## src/common/power_switch_monitor_pkg.sv

```systemverilog
package power_switch_monitor_pkg;

  // Synchroniser depth for pin inputs
  localparam int SYNC_STAGES = 2;

  // Register pointer values (three-bit pointer)
  localparam logic [2:0] ADDR_ALERT_MASK = 3'h1;
  localparam logic [2:0] ADDR_STATUS = 3'h2;
  localparam logic [2:0] ADDR_FAULT = 3'h3;
  localparam logic [2:0] ADDR_SHUNT = 3'h4;
  localparam logic [2:0] ADDR_RAIL = 3'h5;
  localparam logic [2:0] ADDR_AUX = 3'h6;

  // Status bit positions
  localparam int ST_PASS_ON = 7;
  localparam int ST_PIN_ONE = 6;
  localparam int ST_PIN_TWO = 5;
  localparam int ST_CARD_IN = 4;
  localparam int ST_POWER_BAD = 3;
  localparam int ST_PIN_THREE = 2;
  localparam int ST_UNDER = 1;
  localparam int ST_OVER = 0;

  // Fault bit positions; alert-enable bits share positions 3:0
  localparam int FLT_PIN_THREE = 7;
  localparam int FLT_PIN_TWO = 6;
  localparam int FLT_SHORT = 5;
  localparam int FLT_CARD = 4;
  localparam int FLT_POWER_BAD = 3;
  localparam int FLT_OVERCURRENT = 2;
  localparam int FLT_UNDER = 1;
  localparam int FLT_OVER = 0;

  // Reset values
  localparam logic [7:0] FAULT_RST = 8'h80;
  localparam logic [3:0] MASK_RST = 4'h0;
  localparam logic [7:0] RESULT_RST = 8'h00;

  // Shunt result scaling and short threshold
  localparam int SENSE_LSB_UV = 151;
  localparam int SHORT_LIMIT_UV = 1000;
  localparam logic [7:0] SHORT_CODE_MAX = 8'(SHORT_LIMIT_UV / SENSE_LSB_UV);

  typedef enum logic [1:0] {
    CH_SHUNT = 2'b00,
    CH_RAIL = 2'b01,
    CH_AUX = 2'b10
  } adc_channel_t;

  typedef struct packed {
    logic valid;
    adc_channel_t channel;
    logic [7:0] data;
  } adc_sample_t;

  typedef struct packed {
    logic pass_transistor_on;
    logic general_pin_one;
    logic general_pin_two;
    logic general_pin_three;
    logic card_detect_n;
    logic power_good_feedback;
    logic undervoltage_input;
    logic supply_high_input;
    logic vdd_high;
  } pin_in_t;

endpackage

```

## src/rtl/level_sync2.sv

```systemverilog
`timescale 1ns/1ns
module level_sync2
  import power_switch_monitor_pkg::*;
#(
  parameter int WIDTH = 1
) (
  // Clock and reset
  input wire logic clk_i,
  input wire logic rst_i,
  // Levels
  input wire logic [WIDTH-1:0] d_i,
  output logic [WIDTH-1:0] q_o
);

  typedef struct packed {
    logic [WIDTH-1:0] first;
    logic [WIDTH-1:0] second;
  } sync_state_t;

  sync_state_t st_reg;
  sync_state_t st_next;

  // First stage feeds only the second stage
  always_comb begin
    st_next.first = d_i;
    st_next.second = st_reg.first;
  end

  always_ff @(posedge clk_i) begin
    if (rst_i) begin
      st_reg <= '0;
    end else begin
      st_reg <= st_next;
    end
  end

  assign q_o = st_reg.second;

endmodule // level_sync2

```

## src/rtl/fault_bit_latch.sv

```systemverilog
`timescale 1ns/1ns
module fault_bit_latch
  import power_switch_monitor_pkg::*;
#(
  parameter int WIDTH = 8,
  parameter logic [WIDTH-1:0] RESET_VALUE = '0
) (
  // Clock and reset
  input wire logic clk_i,
  input wire logic rst_i,
  // Hardware set and host write
  input wire logic [WIDTH-1:0] set_i,
  input wire logic wr_i,
  input wire logic [WIDTH-1:0] wdata_i,
  // Latched value and its next value
  output logic [WIDTH-1:0] q_o,
  output logic [WIDTH-1:0] q_next_o
);

  typedef struct packed {
    logic [WIDTH-1:0] bits;
  } latch_state_t;

  latch_state_t st_reg;
  latch_state_t st_next;
  logic [WIDTH-1:0] bit_next;

  // A set in the cycle of a clearing write keeps the bit
  for (genvar i = 0; i < WIDTH; i++) begin : g_bit
    assign bit_next[i] = set_i[i] | (wr_i ? wdata_i[i] : st_reg.bits[i]);
  end

  always_comb begin
    st_next.bits = bit_next;
  end

  always_ff @(posedge clk_i) begin
    if (rst_i) begin
      st_reg.bits <= RESET_VALUE;
    end else begin
      st_reg <= st_next;
    end
  end

  assign q_o = st_reg.bits;
  assign q_next_o = bit_next;

endmodule // fault_bit_latch

```

## src/rtl/power_switch_monitor_regs.sv

```systemverilog
`timescale 1ns/1ns
// Behaviour
// - alert-enable bit 3 gates power-bad alerts
// - alert-enable bit 2 gates overcurrent alerts
// - alert-enable bit 1 gates undervoltage alerts
// - alert-enable bit 0 gates overvoltage alerts
// - status bit 7 shows pass transistor on
// - status bits 6,5,2 show general pins
// - status bit 4 set while card-detect low
// - status bit 3 set while feedback low
// - status bit 1 set while undervoltage low
// - status bit 0 set on any overvoltage
// - fault bit 7 pulls pin three, reset 1
// - fault bit 6 pulls pin two, reset 0
// - fault bit 5 latches possible transistor short
// - fault bit 4 latches card-detect change
// - fault bit 3 latches power-bad event
// - fault bit 2 latches overcurrent event
// - fault bit 1 latches undervoltage event
// - fault bit 0 latches overvoltage event
// - shunt result holds 8-bit sense conversion
// - rail result holds 8-bit output conversion
// - aux result holds 8-bit auxiliary conversion
// - enabled latched fault pulls pin two low
// - alert response or addressing releases pin two
// - no new alert while fault bit stays
module power_switch_monitor_regs
  import power_switch_monitor_pkg::*;
(
  // Clock and reset
  input wire logic clk_i,
  input wire logic rst_i,
  // Pin levels and comparator outputs
  input wire pin_in_t pins_i,
  // Monitor events on this clock
  input wire logic overcurrent_i,
  input wire adc_sample_t adc_i,
  // Register port from the bus engine
  input wire logic [2:0] reg_addr_i,
  input wire logic reg_wr_i,
  input wire logic [7:0] reg_wdata_i,
  output logic [7:0] reg_rdata_o,
  // Alert response from the bus engine
  input wire logic ara_sent_i,
  input wire logic addressed_i,
  // Open-drain general pins and alert pending flag
  output logic general_pin_two_o,
  output logic general_pin_two_oe_n_o,
  output logic general_pin_three_o,
  output logic general_pin_three_oe_n_o,
  output logic alert_pending_o
);

  typedef struct packed {
    logic [3:0] alert_enable_mask;
    logic [7:0] shunt_drop_result;
    logic [7:0] output_rail_result;
    logic [7:0] aux_analog_result;
    logic card_detect_n_last;
    logic [2:0] warm;
    logic alert;
    logic pin_two_drive;
    logic pin_three_drive;
    logic [7:0] rdata;
  } state_t;

  localparam state_t STATE_RST = '{
    alert_enable_mask: MASK_RST,
    shunt_drop_result: RESULT_RST,
    output_rail_result: RESULT_RST,
    aux_analog_result: RESULT_RST,
    card_detect_n_last: 1'b1,
    warm: 3'b000,
    alert: 1'b0,
    pin_two_drive: FAULT_RST[FLT_PIN_TWO],
    pin_three_drive: FAULT_RST[FLT_PIN_THREE],
    rdata: 8'h00
  };

  state_t st_reg;
  state_t st_next;
  pin_in_t pin_sync;
  logic [$bits(pin_in_t)-1:0] pin_sync_bits;
  logic [7:0] status_w;
  logic [7:0] fault_set;
  logic [7:0] fault_q;
  logic [7:0] fault_next;
  logic [7:0] fault_rise;
  logic fault_wr;
  logic alert_req;
  logic alert_release;
  logic card_changed;
  logic pins_valid;

  // Pin levels cross into the clock domain
  level_sync2 #(
    .WIDTH($bits(pin_in_t))
  ) u_pin_sync (
    .clk_i(clk_i),
    .rst_i(rst_i),
    .d_i(pins_i),
    .q_o(pin_sync_bits)
  );

  assign pin_sync = pin_in_t'(pin_sync_bits);

  // Live status byte
  assign status_w[ST_PASS_ON] = pin_sync.pass_transistor_on;
  assign status_w[ST_PIN_ONE] = pin_sync.general_pin_one;
  assign status_w[ST_PIN_TWO] = pin_sync.general_pin_two;
  assign status_w[ST_CARD_IN] = ~pin_sync.card_detect_n;
  assign status_w[ST_POWER_BAD] = ~pin_sync.power_good_feedback;
  assign status_w[ST_PIN_THREE] = pin_sync.general_pin_three;
  assign status_w[ST_UNDER] = ~pin_sync.undervoltage_input;
  assign status_w[ST_OVER] = pin_sync.supply_high_input
                             | pin_sync.vdd_high;

  // Synchroniser reset levels are not pin levels: hold off pin faults
  assign pins_valid = st_reg.warm[1];
  assign card_changed = st_reg.warm[2]
                        & (st_reg.card_detect_n_last
                           ^ pin_sync.card_detect_n);

  // Hardware fault events; output bits are never set by hardware
  assign fault_set[FLT_PIN_THREE] = 1'b0;
  assign fault_set[FLT_PIN_TWO] = 1'b0;
  assign fault_set[FLT_SHORT] = pins_valid & ~pin_sync.pass_transistor_on
    & (st_reg.shunt_drop_result > SHORT_CODE_MAX);
  assign fault_set[FLT_CARD] = card_changed;
  assign fault_set[FLT_POWER_BAD] = pins_valid
    & status_w[ST_POWER_BAD];
  assign fault_set[FLT_OVERCURRENT] = overcurrent_i;
  assign fault_set[FLT_UNDER] = pins_valid & status_w[ST_UNDER];
  assign fault_set[FLT_OVER] = pins_valid & status_w[ST_OVER];

  assign fault_wr = reg_wr_i && (reg_addr_i == ADDR_FAULT);

  fault_bit_latch #(
    .WIDTH(8),
    .RESET_VALUE(FAULT_RST)
  ) u_fault (
    .clk_i(clk_i),
    .rst_i(rst_i),
    .set_i(fault_set),
    .wr_i(fault_wr),
    .wdata_i(reg_wdata_i),
    .q_o(fault_q),
    .q_next_o(fault_next)
  );

  // Only a bit going from clear to set raises a new alert
  assign fault_rise = fault_next & ~fault_q;
  assign alert_req = |(fault_rise[3:0] & st_reg.alert_enable_mask);
  assign alert_release = ara_sent_i | addressed_i;

  always_comb begin
    st_next = st_reg;
    st_next.card_detect_n_last = pin_sync.card_detect_n;
    st_next.warm = {st_reg.warm[1:0], 1'b1};
    if (reg_wr_i) begin
      case (reg_addr_i)
        ADDR_ALERT_MASK: begin
          st_next.alert_enable_mask = reg_wdata_i[3:0];
        end
        ADDR_SHUNT: begin
          st_next.shunt_drop_result = reg_wdata_i;
        end
        ADDR_RAIL: begin
          st_next.output_rail_result = reg_wdata_i;
        end
        ADDR_AUX: begin
          st_next.aux_analog_result = reg_wdata_i;
        end
        default: begin
          st_next.warm = {st_reg.warm[1:0], 1'b1};
        end
      endcase
    end
    // A finished conversion wins over a host write, whole byte at once
    if (adc_i.valid) begin
      case (adc_i.channel)
        CH_SHUNT: begin
          st_next.shunt_drop_result = adc_i.data;
        end
        CH_RAIL: begin
          st_next.output_rail_result = adc_i.data;
        end
        CH_AUX: begin
          st_next.aux_analog_result = adc_i.data;
        end
        default: begin
          st_next.warm = {st_reg.warm[1:0], 1'b1};
        end
      endcase
    end
    // A new alert in the release cycle keeps the pin low
    if (alert_req) begin
      st_next.alert = 1'b1;
    end else if (alert_release) begin
      st_next.alert = 1'b0;
    end
    st_next.pin_two_drive = fault_next[FLT_PIN_TWO]
                            | st_next.alert;
    st_next.pin_three_drive = fault_next[FLT_PIN_THREE];
    case (reg_addr_i)
      ADDR_ALERT_MASK: st_next.rdata = {4'h0, st_reg.alert_enable_mask};
      ADDR_STATUS: st_next.rdata = status_w;
      ADDR_FAULT: st_next.rdata = fault_q;
      ADDR_SHUNT: st_next.rdata = st_reg.shunt_drop_result;
      ADDR_RAIL: st_next.rdata = st_reg.output_rail_result;
      ADDR_AUX: st_next.rdata = st_reg.aux_analog_result;
      default: st_next.rdata = 8'h00;
    endcase
  end

  always_ff @(posedge clk_i) begin
    if (rst_i) begin
      st_reg <= STATE_RST;
    end else begin
      st_reg <= st_next;
    end
  end

  assign reg_rdata_o = st_reg.rdata;
  assign general_pin_two_o = 1'b0;
  assign general_pin_two_oe_n_o = ~st_reg.pin_two_drive;
  assign general_pin_three_o = 1'b0;
  assign general_pin_three_oe_n_o = ~st_reg.pin_three_drive;
  assign alert_pending_o = st_reg.alert;

  for (genvar i = 0; i < 4; i++) begin : g_mask_chk

  end
endmodule // power_switch_monitor_regs

```

## config.mk

```make
export PLATFORM = sky130hd
export DESIGN_NAME = power_switch_monitor_regs
export DESIGN_NICKNAME = d
export VERILOG_FILES = /design/src/common/power_switch_monitor_pkg.sv /design/src/rtl/level_sync2.sv /design/src/rtl/fault_bit_latch.sv /design/src/rtl/power_switch_monitor_regs.sv
export SDC_FILE = /design/constraint.sdc
export NUM_CORES = 1
export LEC_CHECK = 0
export ABC_AREA = 1
export BUFFER_PORTS_ARGS = -buffer_cell sky130_fd_sc_hd__buf_4
export CAP_MARGIN = 20
export CORE_MARGIN = 3
export CORE_UTILIZATION = 55
export CTS_BUF_LIST = sky130_fd_sc_hd__clkbuf_16
export DETAILED_ROUTE_END_ITERATION = 10
export PLACE_DENSITY_LB_ADDON = 0.25
export SETUP_SLACK_MARGIN = 0.2
export SLEW_MARGIN = 20
export SYNTH_ARGS = -nofsm -noshare
export SYNTH_HDL_FRONTEND = slang
export SYNTH_HIERARCHICAL = 1
export SYNTH_SLANG_ARGS = --single-unit
```

## constraint.sdc

```tcl
create_clock -name clk_i -period 7.15 [get_ports clk_i]
set_input_delay 1.7875 -clock clk_i [delete_from_list [all_inputs] [get_ports clk_i]]
set_output_delay 1.7875 -clock clk_i [all_outputs]
set_load 0.03 [all_outputs]
```

==> qor.yml <==
status: "completed"
cpMaxStageDelayCell: "nor4_2"
tightestPinTransition_ns: 0.6042
setup_viol: 0
design.die.area_mm2: 0.007434
port_buffers: 47
fp.coreArea_mm2: 0.006061
clk_pin_slew_ns: 0.06
first_pass_iters: 5
via_per_inst: 5.252
track_usage_pct: 23.96
leakage_uw: 0.002116
internal_power_uw: 686.8
ctsRootBufferMaster: "clkbuf_16"
slew_headroom_pct: 59.72
max_stage_delay_ns: 0.32
routabilityCongestion: 0.9043
criticalPathCategory: "in2reg"
power_density_mw_per_mm2: 235.8
dp.cells: 606
synth_area_mm2: 0.003540
cts-hold-fix-buffers: 0
yosys_warnings: 6
path_common_cell: "nand2_1"
die_h_um: 86.22
diodes: 0
period_needed_ns: 3.109
cts-htree-levels: 3
crit_required_ns: 7.38
hold_violations: 0
drc: 0
layout.cells.non_filler: 622
p_clk_share_pct: 43.3
synth_area_per_cell_um2: 6.833
hold_path.class: "reg2reg"
report.final.slew_viol_count: 0
skew_ns: 0.004173
layout.nets: 579
max-vdd-ir-drop_uv: 169.2
grt_pass1_vias: 2994
setup_tns_ns: 0
grt_max_degree: 63
dp_hpwl_um: 5717
cp.arrival_ns: 3.33
cts_tree: "yes"
maxCapViolCount: 0
crit_chain: "buf_4 > nor4_2 > buf_4 > nor2_1 > nor2_1 > inv_1 > nand3_1 > nand2_1 > nor2_1 > nand2_1 > nand2_1 > nand2_1"
grt_remaining_overflow: 0
clockBufferDepth: 2
area_delta_synth_final_pct: 13.50
clkSinkCount: 69
wl_um: 8326
initial_core_util_pct: 58.40
layout-drive-gt1-share_pct: 16.27
fmax_mhz: 321.6
fill_cells: 547
syn_inst: 518
largest_register_ffs: 33
antenna_found_initial: 0
cts_setup_buffers: 0
die_w_um: 86.22
p_sw_uw: 260.6
insertion_delay_ns: 0.33
rows: 28
rsz0062_at_grt: "false"
num_vias: 3267
first_iter_violations: 229
p_seq_share_pct: 44.0
path_max_fanout: 53
post-route-period-util_pct: 43.48
cp-start-kind: "input port"
boundaryPins: 50
end_kind: "flip-flop"
wire_per_inst_um: 13.39
timing.hold.ws_ns: 0.4036
pwr-share-comb_pct: 12.6
post_cts_resized: 0
cts_made_buffers: 9
swShare_pct: 27.51
grt_pass1_wl_um: 13950
ant_nets: 0
## worst max-delay path: cells and delay by family
| kind | cells | cell delay (ns) |
|---|---|---|
| buf+inv | 3 | 0.60 |
| simple gates | 9 | 0.94 |
## placed cells by master, fill, tap and decap left out, types with 2 or more instances in the layout
| master | count |
|---|---|
| inv_1 | 93 |
| nand3_1 | 61 |
| nand3_2 | 5 |
| inv_6 | 4 |
| conb_1 | 4 |
| inv_2 | 6 |
| nor3_4 | 2 |
| nor2_2 | 4 |
| nor2_4 | 2 |
| inv_4 | 2 |
| o21ai_1 | 4 |
| dfxtp_1 | 69 |
| a21oi_1 | 30 |
| nand2_1 | 90 |
| clkbuf_16 | 9 |
| nor2_1 | 62 |
| nand4_1 | 41 |
| nor3b_1 | 2 |
| buf_4 | 48 |
| clkinvlp_4 | 2 |
## power groups by stage
stage               combinational (uW)  clock, uW  sequential, uW
floorplan                         89.3          0             422
global placement                   115          0             425
detailed placement                 118          0             425
CTS                                119        416             417
global route                       135        432             418
finish                             120        410             417
## cell type report
class	count	area (um2)	share of cell area [%]
inverter	101	384.1	9.561
sequential	69	1381	34.38
timing repair buffer	48	360.3	8.969
clock inverter	7	55.05	1.370
tap	75	93.84	2.336
clock buffer	9	225.2	5.606
multi-input combinational	313	1518	37.78
## worst paths after layout
check / start / to / slack [ns] / depth (start not counted)
setup / recovery: reg_addr_i[2] / st_reg[9] / 4.04 / 12
hold / removal: u_pin_sync/st_next[5] / u_pin_sync/q_o[5] / 0.40 / 2
hold reg to reg: u_pin_sync/st_next[5] / u_pin_sync/q_o[5] / 0.40 / 2
setup reg to reg: pins_valid / st_reg[9] / 5.82 / 11
## routing by layer
metal | up-vias | track usage, % | part of all wire [%]
met5 | - | 0 | 0
met4 | 0 | 8.357 | 1.9
met3 | 18 | 6.749 | 6.5
met2 | 114 | 39.52 | 48
met1 | 1466 | 30.11 | 44
li1 | 1669 | - | -
## through the flow
stage               power [uW]  area [um2]  util [%]  setup slack (ns)
detailed placement       543.0        3737     61.66             3.711
floorplan                510.9        3551         -             3.646
finish                   947.4        4018     66.29             4.041
CTS                      951.7        4018     66.29             4.054
global route             984.9        4018     66.29             3.871
global placement         540.2        3737     61.66             3.734
(Power assumes the default switching activity.)
